### src/hw/tsp_pkg.sv
package tsp_pkg;

  localparam int NUM_TERMS = 5;
  localparam int SEL_W     = 8;

  // Option codes placed on the per-terminal input function selectors
  localparam logic [7:0] OPT_OUTSIDE_FAULT = 8'h0C;
  localparam logic [7:0] OPT_POWERUP_GUARD = 8'h0D;

  // Fault codes shown on the display
  localparam logic [7:0] CODE_NONE               = 8'h00;
  localparam logic [7:0] UNDERVOLTAGE_FAULT_CODE = 8'h09;
  localparam logic [7:0] OUTSIDE_FAULT_CODE      = 8'h0C;
  localparam logic [7:0] GUARD_FAULT_CODE        = 8'h0D;

  // Trip history bit positions
  localparam int HIST_W     = 3;
  localparam int HIST_EXT   = 0;
  localparam int HIST_GUARD = 1;
  localparam int HIST_UV    = 2;

  // Timing
  localparam int CLK_HZ        = 125_000_000;
  localparam int RS_MIN_MS     = 12;
  localparam int ALARM_CLR_MS  = 30;
  localparam int RS_MIN_CYC    = RS_MIN_MS * (CLK_HZ / 1000);
  localparam int ALARM_MAX_CYC = ALARM_CLR_MS * (CLK_HZ / 1000);
  localparam int CNT_W         = 22;

  // Cycles for the input synchronisers to fill after reset
  localparam logic [1:0] SETTLE_CNT = 2'h3;

  typedef enum logic [1:0] {
    MODE_STOP,
    MODE_RUN,
    MODE_TRIP,
    MODE_RESET
  } tsp_mode_t;

  function automatic logic tsp_has_func(input logic [SEL_W-1:0] sel,
                                        input logic [SEL_W-1:0] code);
    tsp_has_func = (sel == code);
  endfunction

endpackage

### src/hw/tsp_cond_if.sv
`timescale 1ns/1ps
`default_nettype none

interface tsp_cond_if;
  logic fault_edge;
  logic guard_on;
  logic run_lvl;
  logic rs_lvl;
  logic kp_lvl;
  logic uv_lvl;
  logic settled;

  modport src  (output fault_edge, guard_on, run_lvl, rs_lvl, kp_lvl,
                uv_lvl, settled);
  modport sink (input  fault_edge, guard_on, run_lvl, rs_lvl, kp_lvl,
                uv_lvl, settled);
endinterface

`default_nettype wire

### src/hw/tsp_input_cond.sv
`timescale 1ns/1ps
`default_nettype none

module tsp_input_cond (
  input  wire logic                                ref_clk_i,
  input  wire logic                                rst_n_i,
  input  wire logic [tsp_pkg::NUM_TERMS-1:0]       term_i,
  input  wire logic [tsp_pkg::NUM_TERMS-1:0][7:0]  sel_i,
  input  wire logic                                run_i,
  input  wire logic                                rs_i,
  input  wire logic                                kp_i,
  input  wire logic                                uv_i,
  tsp_cond_if.src                                  cond
);

  localparam int NSYNC = tsp_pkg::NUM_TERMS + 4;

  logic [NSYNC-1:0]                  meta_q;
  logic [NSYNC-1:0]                  sync_q;
  logic [tsp_pkg::NUM_TERMS-1:0]     fault_hit;
  logic [tsp_pkg::NUM_TERMS-1:0]     guard_hit;
  logic                              fault_lvl;
  logic                              fault_prev_q;
  logic [1:0]                        settle_q;

  ////////////////////////////////////////////////////////////////////////////
  // Two-stage synchronisers; only sync_q is read by logic
  always_ff @(posedge ref_clk_i) begin
    if (!rst_n_i) begin
      meta_q <= '0;
      sync_q <= '0;
    end else begin
      meta_q <= {uv_i, kp_i, rs_i, run_i, term_i};
      sync_q <= meta_q;
    end
  end

  ////////////////////////////////////////////////////////////////////////////
  // Function decode, only the five programmable terminals take part
  genvar g;
  generate
    for (g = 0; g < tsp_pkg::NUM_TERMS; g++) begin : g_term
      assign fault_hit[g] = sync_q[g] &
          tsp_pkg::tsp_has_func(sel_i[g], tsp_pkg::OPT_OUTSIDE_FAULT);
      assign guard_hit[g] = sync_q[g] &
          tsp_pkg::tsp_has_func(sel_i[g], tsp_pkg::OPT_POWERUP_GUARD);
    end
  endgenerate

  assign fault_lvl = |fault_hit;

  always_ff @(posedge ref_clk_i) begin
    if (!rst_n_i) begin
      fault_prev_q <= 1'b0;
      settle_q     <= 2'h0;
    end else begin
      fault_prev_q <= fault_lvl;
      if (settle_q != tsp_pkg::SETTLE_CNT)
        settle_q <= settle_q + 2'h1;
    end
  end

  // Only OFF-to-ON counts; ON-to-OFF raises nothing
  assign cond.fault_edge = fault_lvl & ~fault_prev_q;
  assign cond.guard_on   = |guard_hit;
  assign cond.run_lvl    = sync_q[tsp_pkg::NUM_TERMS];
  assign cond.rs_lvl     = sync_q[tsp_pkg::NUM_TERMS+1];
  assign cond.kp_lvl     = sync_q[tsp_pkg::NUM_TERMS+2];
  assign cond.uv_lvl     = sync_q[tsp_pkg::NUM_TERMS+3];
  assign cond.settled    = (settle_q == tsp_pkg::SETTLE_CNT);

endmodule

`default_nettype wire

### src/hw/tsp_trip_guard.sv
// Function
// - Outside fault rising edge latches trip, stops output
// - Trip stays after fault input drops
// - Only reset or power cycle clears; then stop
// - On trip output off, alarm at once
// - Reset clears alarm; release resumes if running
// - Falling fault edge no trip; history kept
// - Guard: no self restart after undervoltage clear
// - No guard: start at power-up if run
// - Guard and run at power-up: guard trip
// - Guard alarm cleared by run off or reset
// - Fresh run after guard clear starts output
// - Guard error reset with run: resume
// - Undervoltage cleared by reset: guard check again
// - Guard off: resume run held at power-up
// - Functions only on five programmable terminals
// - Alarm drops within 30 ms of reset
`timescale 1ns/1ps
`default_nettype none

module tsp_trip_guard #(
  parameter int RS_MIN_CYC    = tsp_pkg::RS_MIN_CYC,
  parameter int ALARM_MAX_CYC = tsp_pkg::ALARM_MAX_CYC
) (
  input  wire logic                                ref_clk_i,
  input  wire logic                                rst_n_i,
  input  wire logic [tsp_pkg::NUM_TERMS-1:0]       input_terminals_i,
  input  wire logic [tsp_pkg::NUM_TERMS-1:0][7:0]  input_function_selectors_i,
  input  wire logic                                run_cmd_i,
  input  wire logic                                reset_terminal_input_i,
  input  wire logic                                keypad_reset_i,
  input  wire logic                                undervoltage_i,
  output var  logic                                drive_en_o,
  output var  logic                                alarm_o,
  output var  logic [7:0]                          fault_code_o,
  output var  logic [tsp_pkg::HIST_W-1:0]          trip_history_o
);

  localparam logic [tsp_pkg::CNT_W-1:0] RS_ACC =
      tsp_pkg::CNT_W'(RS_MIN_CYC - 1);
  localparam logic [tsp_pkg::CNT_W-1:0] RS_SAT =
      tsp_pkg::CNT_W'(RS_MIN_CYC);

  tsp_cond_if cond ();

  tsp_input_cond u_cond (
    .ref_clk_i (ref_clk_i),
    .rst_n_i   (rst_n_i),
    .term_i    (input_terminals_i),
    .sel_i     (input_function_selectors_i),
    .run_i     (run_cmd_i),
    .rs_i      (reset_terminal_input_i),
    .kp_i      (keypad_reset_i),
    .uv_i      (undervoltage_i),
    .cond      (cond)
  );

  tsp_pkg::tsp_mode_t            mode_q, mode_d;
  logic [7:0]                    code_q, code_d;
  logic [tsp_pkg::HIST_W-1:0]    hist_q, hist_d;
  logic                          check_q, check_d;
  logic [tsp_pkg::CNT_W-1:0]     rs_cnt_q;
  logic                          kp_prev_q;
  logic                          drive_q;
  logic                          alarm_q;

  wire rs_accept   = cond.rs_lvl && (rs_cnt_q == RS_ACC);
  wire kp_pulse    = cond.kp_lvl && !kp_prev_q;
  wire ext_trip    = cond.settled && cond.fault_edge;
  wire uv_trip     = cond.settled && cond.uv_lvl;
  wire guard_block = cond.guard_on && cond.run_lvl;
  wire was_uv      = (code_q == tsp_pkg::UNDERVOLTAGE_FAULT_CODE);
  wire [7:0] new_code = ext_trip ? tsp_pkg::OUTSIDE_FAULT_CODE
                                 : tsp_pkg::UNDERVOLTAGE_FAULT_CODE;
  wire [tsp_pkg::HIST_W-1:0] new_hist = ext_trip
      ? tsp_pkg::HIST_W'(1 << tsp_pkg::HIST_EXT)
      : tsp_pkg::HIST_W'(1 << tsp_pkg::HIST_UV);

  ////////////////////////////////////////////////////////////////////////////
  // Reset terminal qualifier: pulses shorter than the minimum are ignored
  always_ff @(posedge ref_clk_i) begin
    if (!rst_n_i)
      rs_cnt_q <= '0;
    else if (!cond.rs_lvl)
      rs_cnt_q <= '0;
    else if (rs_cnt_q != RS_SAT)
      rs_cnt_q <= rs_cnt_q + 1'b1;
  end

  ////////////////////////////////////////////////////////////////////////////
  // Mode sequencing; reset beats keypad, keypad beats new trips
  always_comb begin
    mode_d  = mode_q;
    code_d  = code_q;
    hist_d  = hist_q;
    check_d = check_q;
    if (rs_accept) begin
      // Output held off while the terminal stays ON
      mode_d  = tsp_pkg::MODE_RESET;
      code_d  = tsp_pkg::CODE_NONE;
      hist_d  = '0;
      check_d = check_q | was_uv;
    end else if (mode_q == tsp_pkg::MODE_RESET) begin
      if (!cond.rs_lvl)
        mode_d = tsp_pkg::MODE_STOP;
    end else if (kp_pulse) begin
      mode_d  = tsp_pkg::MODE_STOP;
      code_d  = tsp_pkg::CODE_NONE;
      hist_d  = '0;
      check_d = check_q | was_uv;
    end else if (mode_q == tsp_pkg::MODE_TRIP) begin
      // Later fault edges cannot overwrite the shown code
      if (code_q == tsp_pkg::GUARD_FAULT_CODE && !cond.run_lvl) begin
        mode_d = tsp_pkg::MODE_STOP;
        code_d = tsp_pkg::CODE_NONE;
      end
    end else if (ext_trip || uv_trip) begin
      mode_d = tsp_pkg::MODE_TRIP;
      code_d = new_code;
      hist_d = hist_q | new_hist;
    end else if (cond.settled && check_q) begin
      check_d = 1'b0;
      if (guard_block) begin
        mode_d = tsp_pkg::MODE_TRIP;
        code_d = tsp_pkg::GUARD_FAULT_CODE;
        hist_d = hist_q | tsp_pkg::HIST_W'(1 << tsp_pkg::HIST_GUARD);
      end
    end else if (cond.settled) begin
      // Level-started run: covers power-up and release after reset
      if (mode_q == tsp_pkg::MODE_STOP && cond.run_lvl)
        mode_d = tsp_pkg::MODE_RUN;
      else if (mode_q == tsp_pkg::MODE_RUN && !cond.run_lvl)
        mode_d = tsp_pkg::MODE_STOP;
    end
  end

  always_ff @(posedge ref_clk_i) begin
    if (!rst_n_i) begin
      mode_q    <= tsp_pkg::MODE_STOP;
      code_q    <= tsp_pkg::CODE_NONE;
      hist_q    <= '0;
      check_q   <= 1'b1;
      kp_prev_q <= 1'b0;
      drive_q   <= 1'b0;
      alarm_q   <= 1'b0;
    end else begin
      mode_q    <= mode_d;
      code_q    <= code_d;
      hist_q    <= hist_d;
      check_q   <= check_d;
      kp_prev_q <= cond.kp_lvl;
      drive_q   <= (mode_d == tsp_pkg::MODE_RUN);
      alarm_q   <= (mode_d == tsp_pkg::MODE_TRIP);
    end
  end

  assign drive_en_o     = drive_q;
  assign alarm_o        = alarm_q;
  assign fault_code_o   = code_q;
  assign trip_history_o = hist_q;

  wire quiet = !rs_accept && !kp_pulse && mode_q != tsp_pkg::MODE_RESET;
endmodule

`default_nettype wire

### config.mk
export PLATFORM = sky130hd
export DESIGN_NAME = tsp_trip_guard
export DESIGN_NICKNAME = d
export VERILOG_FILES = /design/src/hw/tsp_pkg.sv /design/src/hw/tsp_cond_if.sv /design/src/hw/tsp_input_cond.sv /design/src/hw/tsp_trip_guard.sv
export SDC_FILE = /design/constraint.sdc
export NUM_CORES = 1
export LEC_CHECK = 0
export BUFFER_PORTS_ARGS = -buffer_cell sky130_fd_sc_hd__buf_2
export CAP_MARGIN = 20
export CORE_UTILIZATION = 52
export DETAILED_ROUTE_END_ITERATION = 6
export PLACE_DENSITY = 0.83
export SLEW_MARGIN = 20
export SYNTH_ARGS = -nofsm -noshare
export SYNTH_HDL_FRONTEND = slang
export SYNTH_SLANG_ARGS = --single-unit
### constraint.sdc
create_clock -name ref_clk_i -period 2.35 [get_ports ref_clk_i]
set_input_delay 0.235 -clock ref_clk_i [delete_from_list [all_inputs] [get_ports ref_clk_i]]
set_output_delay 0.235 -clock ref_clk_i [all_outputs]
set_load 0.01 [all_outputs]
==> results of run 1 <==
-- per-stage QoR --
step	hold slack, ps	util
after CTS	111	0.643
final	121	0.643
after global placement	414	0.618
after global routing	112	0.643
after floorplan	357	-
after detailed placement	419	0.618
-- flip-flops by register name (all words and copies together) (netlist names) --
signal and cells:
rs_cnt_q 22, u_cond.meta_q 9, u_cond.sync_q 9, fault_code_o 3, trip_history_o 3, mode_q 2
u_cond.settle_q 2, alarm_o 1, check_q 1, drive_en_o 1, kp_prev_q 1, u_cond.fault_prev_q 1
-- cells in the mapped netlist, types with 2 or more instances --
library cell,instances,share of area
nand3_1,11,0.023
xnor2_1,7,0.025
or2_2,2,0.0052
nor2_1,30,0.047
or4_1,3,0.0093
nand4_1,4,0.010
dfxtp_1,55,0.46
ha_1,3,0.016
or3_1,4,0.010
a32oi_1,3,0.011
and2_1,21,0.055
buf_4,5,0.016
a21oi_1,7,0.015
nor3_1,10,0.021
nor4bb_1,3,0.012
a31oi_1,2,0.0052
nor2b_1,2,0.0052
xor2_1,12,0.044
or4b_4,2,0.011
a21boi_0,2,0.0062
clkbuf_1,6,0.0093
nand2_1,25,0.039
nor3_2,3,0.012
o21ai_0,6,0.012
nor4b_1,3,0.011
inv_1,11,0.017
nand2b_1,2,0.0052
mux2i_1,2,0.0083
and3_1,3,0.0078
-- cells by family after synthesis --
logic type	synth area share
adders and majority gates	0.0156
and+or+nand+nor	0.316
other	0.00156
DFF	0.457
AOI/OAI and AO/OA	0.0903
buffers and inverters	0.0421
xor gates and xnor gates	0.0691
muxes	0.00831
-- how the worst min path moves through the flow --
stage | from | to
floorplan | rst_n_i | u_cond.meta_q[0]$_SDFF_PN0_
global placement | u_cond.meta_q[3]$_SDFF_PN0_ | u_cond.sync_q[3]$_SDFF_PN0_
detailed placement | u_cond.meta_q[7]$_SDFF_PN0_ | u_cond.sync_q[7]$_SDFF_PN0_
CTS | reset_terminal_input_i | u_cond.meta_q[6]$_SDFF_PN0_
global route | keypad_reset_i | u_cond.meta_q[7]$_SDFF_PN0_
finish | keypad_reset_i | u_cond.meta_q[7]$_SDFF_PN0_
-- area by class of cell --
cell class,count,area [sq um],area share
Multi-Input combinational cell,195,1220,0.431
Sequential cell,55,1100,0.388
Timing Repair Buffer,59,298,0.105
Clock buffer,6,72.6,0.0256
Tap cell,52,65.1,0.0229
Inverter,11,41.3,0.0145
Clock inverter,2,38.8,0.0137
-- power by group --
| group | switching (mW) | internal, mW | total [mW] |
|---|---|---|---|
| sequential | 0.0149 | 0.959 | 0.973 |
| combinational | 0.0612 | 0.0667 | 0.128 |
| clock | 0.303 | 0.322 | 0.625 |
| total | 0.379 | 1.35 | 1.73 |
-- layer usage --
metal / vias to the layer above / routed length [um] / global-route usage
met2: 56 / 2170 / 0.344
met3: 9 / 241 / 0.0563
met1: 922 / 2200 / 0.252
met4: 0 / 63 / 0.0822
met5: - / 0 / 0
li1: 1030 / - / -
==> impl_metrics.py, run 1 <==
metrics = {
    "outcome": {
        "outcome": "completed",
    },
    "cts": {
        "cts_buffer_depth": 2,
        "cts_tree": "built",
        "cts_resized": 0,
        "post_cts_buffers": 0,
        "ctsHoldBuffers": 0,
        "numCtsBuffers": 5,
        "clk_pin_slew_ps": 100,
        "cts.sinks": 55,
        "clock_latency_ps": 310,
        "htreeDepth": 2,
        "cts-root-buf": "clkbuf_8",
    },
    "die": {
        "die_area_sq_um": 4910,
        "die_height_um": 70.1,
        "boundaryPins": 64,
        "start_util": 0.546,
        "rows": 24,
        "die_w_um": 70.1,
        "core_area_sq_um": 4410,
    },
    "final_layout": {
        "layout_common_cells": "58 x buf_2, 55 x dfxtp_1, 30 x nor2_1, 25 x nand2_1, 21 x and2_1",
        "layout.nets": 381,
        "postLayoutCellArea_sq_um": 2840,
        "antennaDiodeCount": 0,
        "syn2layout_area_growth_pct": 17.8,
        "drive_gt1_frac": 0.235,
        "mostFrequentLayoutCell": "buf_2",
        "final.fill_count": 384,
        "fin_cells": 380,
    },
    "worst_setup_path": {
        "worstPathCellList": "nor4bb_1 > nand4_1 > or4_1 > nand2_1 > or4_1 > o22ai_1",
        "crit_path_end": "fault_code_o[2]$_SDFFE_PP0P_",
        "worstSetupStartpoint": "rs_cnt_q[14]$_SDFFE_PN0P_",
        "worstPathArrival_ps": 2300,
        "worst-path-max-fanout": 8,
        "cp_top_family": "simple AND/OR/NAND/NOR gates",
        "crit_buf_inv": 0,
        "reg2reg_from": "rs_cnt_q[14]$_SDFFE_PN0P_",
        "cp-start-kind": "flop",
        "rrSetupSlack_ps": 240,
        "timing.rr.end": "fault_code_o[2]$_SDFFE_PP0P_",
        "slowest_stage": "or4_1",
        "cpMostUsedCell": "or4_1",
        "crit_path_max_incr_delay_ps": 610,
        "cp.depth": 6,
        "worstPathRequired_ps": 2540,
        "criticalPathCategory": "reg -> reg",
        "r2r_cells": 6,
        "endpoint_kind": "flop",
    },
    "yosys": {
        "syn_inst": 268,
        "yosysWarnings": 0,
        "ys_seq_elements": 55,
        "synth.avg_cell_area_sq_um": 8.99,
        "synth_cell_types": 48,
        "synthFlopType": "dfxtp_1",
        "async_flop_share": 0,
        "synth_area_sq_um": 2410,
        "synth_edf_count": 0,
        "seq_area_frac_synth": 0.457,
    },
    "placement": {
        "io_buffers": 58,
        "place_area_sq_um": 2730,
        "dpl_worst_slack_ps": 239,
        "place.gp.congestion": 0.840,
        "dp.cells": 372,
        "hpwl_um": 3460,
    },
    "detailed_routing": {
        "num_vias": 2017,
        "routed_wl_um": 4680,
        "drtAntennaViolNets": 0,
        "drt_iter0_drc": 115,
        "dr.pass1.iters": 5,
        "wire_per_inst_um": 12.3,
        "post-route-drc-count": 0,
        "viasPerCell": 5.31,
    },
    "sta": {
        "final.setup.tns_ps": 0,
        "setup_slack_ps": 243,
        "hold_violations": 0,
        "finalSetupViolations": 0,
        "max_freq_mhz": 475,
        "rsz0062_at_grt": "false",
        "worst_slew_pin_slew_ps": 692,
        "slew_headroom": 0.537,
        "drv_slew": 0,
        "fin_crit_ps": 2110,
        "fin_crit_sh": 0.896,
        "clock-skew-final_ps": 11.7,
    },
    "global_route": {
        "grt_usage": 0.206,
        "antenna_found_initial": 0,
        "grt_max_degree": 28,
        "grt_pass1_vias": 1937,
        "grt_pass1_wl_um": 8140,
        "grt-ovfl-total": 0,
    },
    "min_path": {
        "hold_class": "in -> reg",
        "holdPathStages": 2,
    },
    "pwr": {
        "powerDensity_nw_per_um2": 608,
        "p_leak_nw": 1.10,
        "p_total_mw": 1.73,
        "ir_worst_vdd_uv": 391,
    },
    "run": {
        "drv_cap": 0,
    },
}
No activity file was read; power rests on OpenSTA's default activity.
==> run 2, diff against run 1 <==
- CELL_PAD_IN_SITES_DETAIL_PLACEMENT: not set -> 1
- CELL_PAD_IN_SITES_GLOBAL_PLACEMENT: not set -> 2
- CORE_UTILIZATION: 52 -> 30
- PLACE_DENSITY: 0.83 -> 0.81
==> run 2 against run 1 <==
Compared with the run above: clock power increased by 17%; non-clock buffer count grew 5; largest power group unchanged; critical endpoint is now fault_code_o[0]$_SDFFE_PP0P_; first-iteration DRC count down 48%; power increased by 6.2%; sequential share of layout area is 1.6 points lower; core utilization decreased by 26 points; clock skew decreased by 6.4 ps.
==> impl_metrics.py, run 2 (synthesis gave the netlist of run 1 again) <==
metrics = {
    "placement": {
        "place_area_sq_um": 2830,
        "hpwl_um": 4300,
        "io_buffers": 58,
        "dp.cells": 427,
        "place.gp.congestion": 0.782,
    },
    "global_route": {
        "grt_max_degree": 28,
        "grt_usage": 0.140,
        "grt_pass1_wl_um": 9430,
        "antenna_found_initial": 0,
        "grt-ovfl-total": 0,
        "grt_pass1_vias": 2112,
    },
    "detailed_routing": {
        "dr_wl_met3_um": 203,
        "drtAntennaViolNets": 0,
        "num_vias": 2066,
        "drt_iter0_drc": 60,
        "dr.pass1.iters": 4,
        "routed_wl_um": 5610,
        "wl_met1_um": 2350,
        "post-route-drc-count": 0,
        "wl_met2_um": 2980,
        "viasPerCell": 4.75,
        "wire_per_inst_um": 12.9,
        "routed.top_layer": "met4",
    },
    "final_layout": {
        "biggestRegsByFlops": "rs_cnt_q (22), u_cond.meta_q (9), u_cond.sync_q (9)",
        "regMostFlops": "rs_cnt_q",
        "layout.nets": 386,
        "drive_gt1_frac": 0.246,
        "final.fill_count": 937,
        "seqCellArea_sq_um": 1100,
        "layout_common_cells": "58 x buf_2, 55 x dfxtp_1, 30 x nor2_1, 25 x nand2_1, 21 x and2_1",
        "postLayoutCellArea_sq_um": 2960,
        "largest_register_ffs": 22,
        "syn2layout_area_growth_pct": 22.8,
        "multi_input_area_sq_um": 1220,
        "fin_cells": 435,
        "antennaDiodeCount": 0,
        "mostFrequentLayoutCell": "buf_2",
        "finalCoreUtilization": 0.381,
    },
    "cts": {
        "clock_latency_ps": 310,
        "htreeDepth": 2,
        "numCtsBuffers": 5,
        "cts.sinks": 55,
        "clk_pin_slew_ps": 100,
        "cts_buffer_depth": 2,
        "ctsHoldBuffers": 0,
        "cts_resized": 0,
        "cts_tree": "built",
        "cts-root-buf": "clkbuf_8",
        "post_cts_buffers": 0,
    },
    "min_path": {
        "hold_class": "in -> reg",
    },
    "pwr": {
        "p_leak_nw": 1.14,
        "ir_worst_vdd_uv": 269,
        "p_total_mw": 1.83,
        "powerDensity_nw_per_um2": 620,
    },
    "sta": {
        "worst_slew_pin_slew_ps": 749,
        "max_freq_mhz": 461,
        "finalSetupViolations": 0,
        "hold_violations": 0,
        "fin_crit_sh": 0.924,
        "drv_slew": 0,
        "rsz0062_at_grt": "false",
        "slew_headroom": 0.500,
        "clock-skew-final_ps": 5.22,
        "fin_crit_ps": 2170,
        "final.setup.tns_ps": 0,
    },
    "die": {
        "die_height_um": 91.6,
        "rows": 32,
        "boundaryPins": 64,
        "die_area_sq_um": 8400,
        "core_area_sq_um": 7770,
        "start_util": 0.310,
        "die_w_um": 91.6,
    },
    "worst_setup_path": {
        "crit_path_max_incr_delay_ps": 450,
        "slowest_stage": "or4_1",
        "criticalPathCategory": "reg -> reg",
        "endpoint_kind": "flop",
        "cp-start-kind": "flop",
        "worst-path-max-fanout": 7,
        "worstPathArrival_ps": 2410,
        "worstPathRequired_ps": 2590,
        "worstPathCellList": "nor4b_1 > nand2_1 > o22a_1 > a21oi_4 > a311oi_2 > or4_1 > a31oi_1",
    },
    "run": {
        "drv_cap": 0,
    },
    "outcome": {
        "outcome": "completed",
    },
}
==> run 2: cell count changes in the layout (fill, tap and decap cells not counted) <==
cell       change
buf_4          +5
bufinv_16      +1
inv_6          -1
==> run 2: cell type report <==
type                    instances  area share
flip-flops and latches         55       0.372
well taps                     102      0.0431
repair buffers                 64       0.113
multi-input cells             195       0.413
clock buffers                   6      0.0245
inverters                      11      0.0139
clock inverters                 2      0.0203
==> run 2: path summary, 6_finish.rpt <==
| check | from | endpoint | slack, ps | cells after the start |
|---|---|---|---|---|
| setup / recovery | u_cond.sync_q[1]$_SDFF_PN0_ | fault_code_o[0]$_SDFFE_PP0P_ | 180 | 7 |
| setup reg to reg | u_cond.sync_q[1]$_SDFF_PN0_ | fault_code_o[0]$_SDFFE_PP0P_ | 180 | 7 |
| hold reg to reg | u_cond.meta_q[5]$_SDFF_PN0_ | u_cond.sync_q[5]$_SDFF_PN0_ | 440 | 1 |
| hold / removal | input_terminals_i[2] | u_cond.meta_q[2]$_SDFF_PN0_ | 130 | 2 |
==> run 2: stage by stage <==
stage          hold slack, ps  worst slack, ps
2_1_floorplan             357              478
3_3_place_gp              414              194
3_5_place_dp              421             67.7
4_1_cts                   118              156
5_1_grt                   120             24.4
6_report                  129              179
==> run 2: worst max-delay path, delay by kind of cell (launching register included) <==
family          cells  cell delay (ps)
compound gates      4              790
flops               1              310
simple gates        3             1020
==> run 2: power by group <==
group          leakage, nW  total [mW]  switching (mW)  internal [mW]
logic                0.625       0.132          0.0636         0.0679
clock network       0.0654       0.729           0.303          0.426
registers            0.448       0.974          0.0155          0.958
==> run 2: metal layers <==
metal / GRT usage / up-vias
li1: - / 1041
met1: 0.151 / 979
met2: 0.259 / 37
met3: 0.0332 / 9
met4: 0.0569 / 0
met5: 0 / -
==> run 3, diff against run 2 <==
- REMOVE_ABC_BUFFERS: not set -> 1
==> run 3 against run 2 <==
Compared with the run above: register-to-register slack improved by 90 ps; critical path depth unchanged; wire length shrank 1.2%; critical endpoint is now rs_cnt_q[1]$_SDFFE_PN0P_; setup slack gained 88 ps; non-clock buffer count increased by 3; clock-buffer cell count is 1 lower; via count decreased by 0.29%; final cell count grew 0.69%; largest power group unchanged; combinational power grew 3%.
==> impl_metrics.py, run 3 (synthesis gave the netlist of run 1 again) <==
metrics = {
    "min_path": {
        "hold_path_end": "u_cond.meta_q[5]$_SDFF_PN0_",
        "hold_start": "run_cmd_i",
        "holdPathStages": 2,
        "hold_class": "in -> reg",
    },
    "worst_setup_path": {
        "criticalPathCategory": "reg -> reg",
        "worstPathRequired_ps": 2540,
        "reg2reg_from": "rs_cnt_q[0]$_SDFFE_PN0P_",
        "cp-start-kind": "flop",
        "timing.rr.end": "rs_cnt_q[1]$_SDFFE_PN0P_",
        "worstPathArrival_ps": 2270,
        "worst-path-max-fanout": 4,
        "crit_buf_inv": 2,
        "worstPathCellList": "inv_1 > ha_1 > or4b_2 > nor3_1 > buf_4 > mux2i_1 > nor2_1",
        "rrSetupSlack_ps": 270,
        "endpoint_kind": "flop",
        "slowest_stage": "or4b_2",
        "crit_path_max_incr_delay_ps": 600,
        "r2r_cells": 7,
        "cp_top_family": "simple AND/OR/NAND/NOR gates",
    },
    "global_route": {
        "use_met1": 0.184,
        "antenna_found_initial": 0,
        "grt-ovfl-total": 0,
        "grt_max_degree": 23,
        "top_usage_layer": "met2",
        "grt_pass1_vias": 2089,
        "grt_usage": 0.146,
        "grt_pass1_wl_um": 9690,
        "use_met2": 0.241,
        "use_met3": 0.0365,
    },
    "pwr": {
        "powerDensity_nw_per_um2": 555,
        "ir_worst_vdd_uv": 201,
        "p_total_mw": 1.63,
        "p_leak_nw": 1.14,
    },
    "run": {
        "drv_cap": 0,
    },
    "final_layout": {
        "mostFrequentLayoutCell": "buf_2",
        "layout_common_cells": "58 x buf_2, 55 x dfxtp_1, 30 x nor2_1, 25 x nand2_1, 21 x and2_1",
        "largest_register_ffs": 22,
        "syn2layout_area_growth_pct": 21.9,
        "regMostFlops": "rs_cnt_q",
        "drive_gt1_frac": 0.256,
        "finalCoreUtilization": 0.378,
        "antennaDiodeCount": 0,
        "layout.nets": 389,
        "final.fill_count": 969,
        "biggestRegsByFlops": "rs_cnt_q (22), u_cond.meta_q (9), u_cond.sync_q (9)",
    },
    "detailed_routing": {
        "dr.pass1.iters": 5,
        "post-route-drc-count": 0,
        "routed_wl_um": 5540,
        "num_vias": 2060,
        "wire_per_inst_um": 12.7,
        "viasPerCell": 4.70,
        "drt_iter0_drc": 79,
        "drtAntennaViolNets": 0,
    },
    "cts": {
        "cts.sinks": 55,
        "cts_resized": 0,
        "post_cts_buffers": 0,
        "clk_pin_slew_ps": 100,
        "cts_tree": "built",
        "numCtsBuffers": 5,
        "htreeDepth": 2,
        "cts-root-buf": "clkbuf_8",
        "clock_latency_ps": 310,
        "cts_buffer_depth": 2,
        "ctsHoldBuffers": 0,
    },
    "sta": {
        "slew_headroom": 0.475,
        "rsz0062_at_grt": "false",
        "drv_slew": 0,
        "clock-skew-final_ps": 12.3,
        "worst_slew_pin_slew_ps": 785,
        "finalSetupViolations": 0,
        "final.setup.tns_ps": 0,
        "max_freq_mhz": 480,
        "fin_crit_ps": 2080,
        "hold_violations": 0,
        "fin_crit_sh": 0.886,
    },
    "outcome": {
        "outcome": "completed",
    },
    "die": {
        "core_area_sq_um": 7770,
        "die_w_um": 91.6,
        "rows": 32,
        "die_area_sq_um": 8400,
        "start_util": 0.310,
        "die_height_um": 91.6,
        "boundaryPins": 64,
    },
    "placement": {
        "io_buffers": 58,
        "place.gp.congestion": 0.775,
        "hpwl_um": 4400,
    },
}
run 3: power breakdown:
part	internal [mW]	switching [mW]	total (mW)
clock	0.211	0.310	0.521
sequential	0.959	0.0154	0.974
combinational	0.0718	0.0644	0.136
run 3: worst max-delay path by stage:
stage	from	end	slack [ps]	depth (start not counted)
finish	rs_cnt_q[0]$_SDFFE_PN0P_	rs_cnt_q[1]$_SDFFE_PN0P_	270	7
detailed placement	input_function_selectors_i[12]	fault_code_o[0]$_SDFFE_PP0P_	200	8
global route	u_cond.sync_q[1]$_SDFF_PN0_	fault_code_o[0]$_SDFFE_PP0P_	90	7
floorplan	input_function_selectors_i[5]	fault_code_o[0]$_SDFFE_PP0P_	480	7
global placement	input_function_selectors_i[12]	fault_code_o[0]$_SDFFE_PP0P_	260	8
CTS	rs_cnt_q[14]$_SDFFE_PN0P_	fault_code_o[2]$_SDFFE_PP0P_	230	7
run 3: routing by layer:
| layer | wire length [um] | vias up |
|---|---|---|
| met4 | 86 | 0 |
| met3 | 194 | 8 |
| li1 | - | 1046 |
| met2 | 2610 | 32 |
| met1 | 2650 | 974 |
| met5 | 0 | - |
run 3: final cells by class:
cell class / instances / area [sq um] / area share
Clock buffer: 5 / 68.8 / 0.0234
Clock inverter: 3 / 18.8 / 0.00639
Inverter: 11 / 41.3 / 0.0141
Multi-Input combinational cell: 195 / 1220 / 0.416
Sequential cell: 55 / 1100 / 0.375
Tap cell: 102 / 128 / 0.0434
Timing Repair Buffer: 67 / 358 / 0.122
run 3: metrics by stage:
stage          hold slack [ps]  worst slack [ps]  cells  instance area (sq um)
4_1_cts                    112               230    438                   2940
2_1_floorplan              297               478    261                   2360
3_5_place_dp               420               204    430                   2850
3_3_place_gp               415               259    430                   2850
6_report                   124               267    438                   2940
5_1_grt                    103              94.3    438                   2940
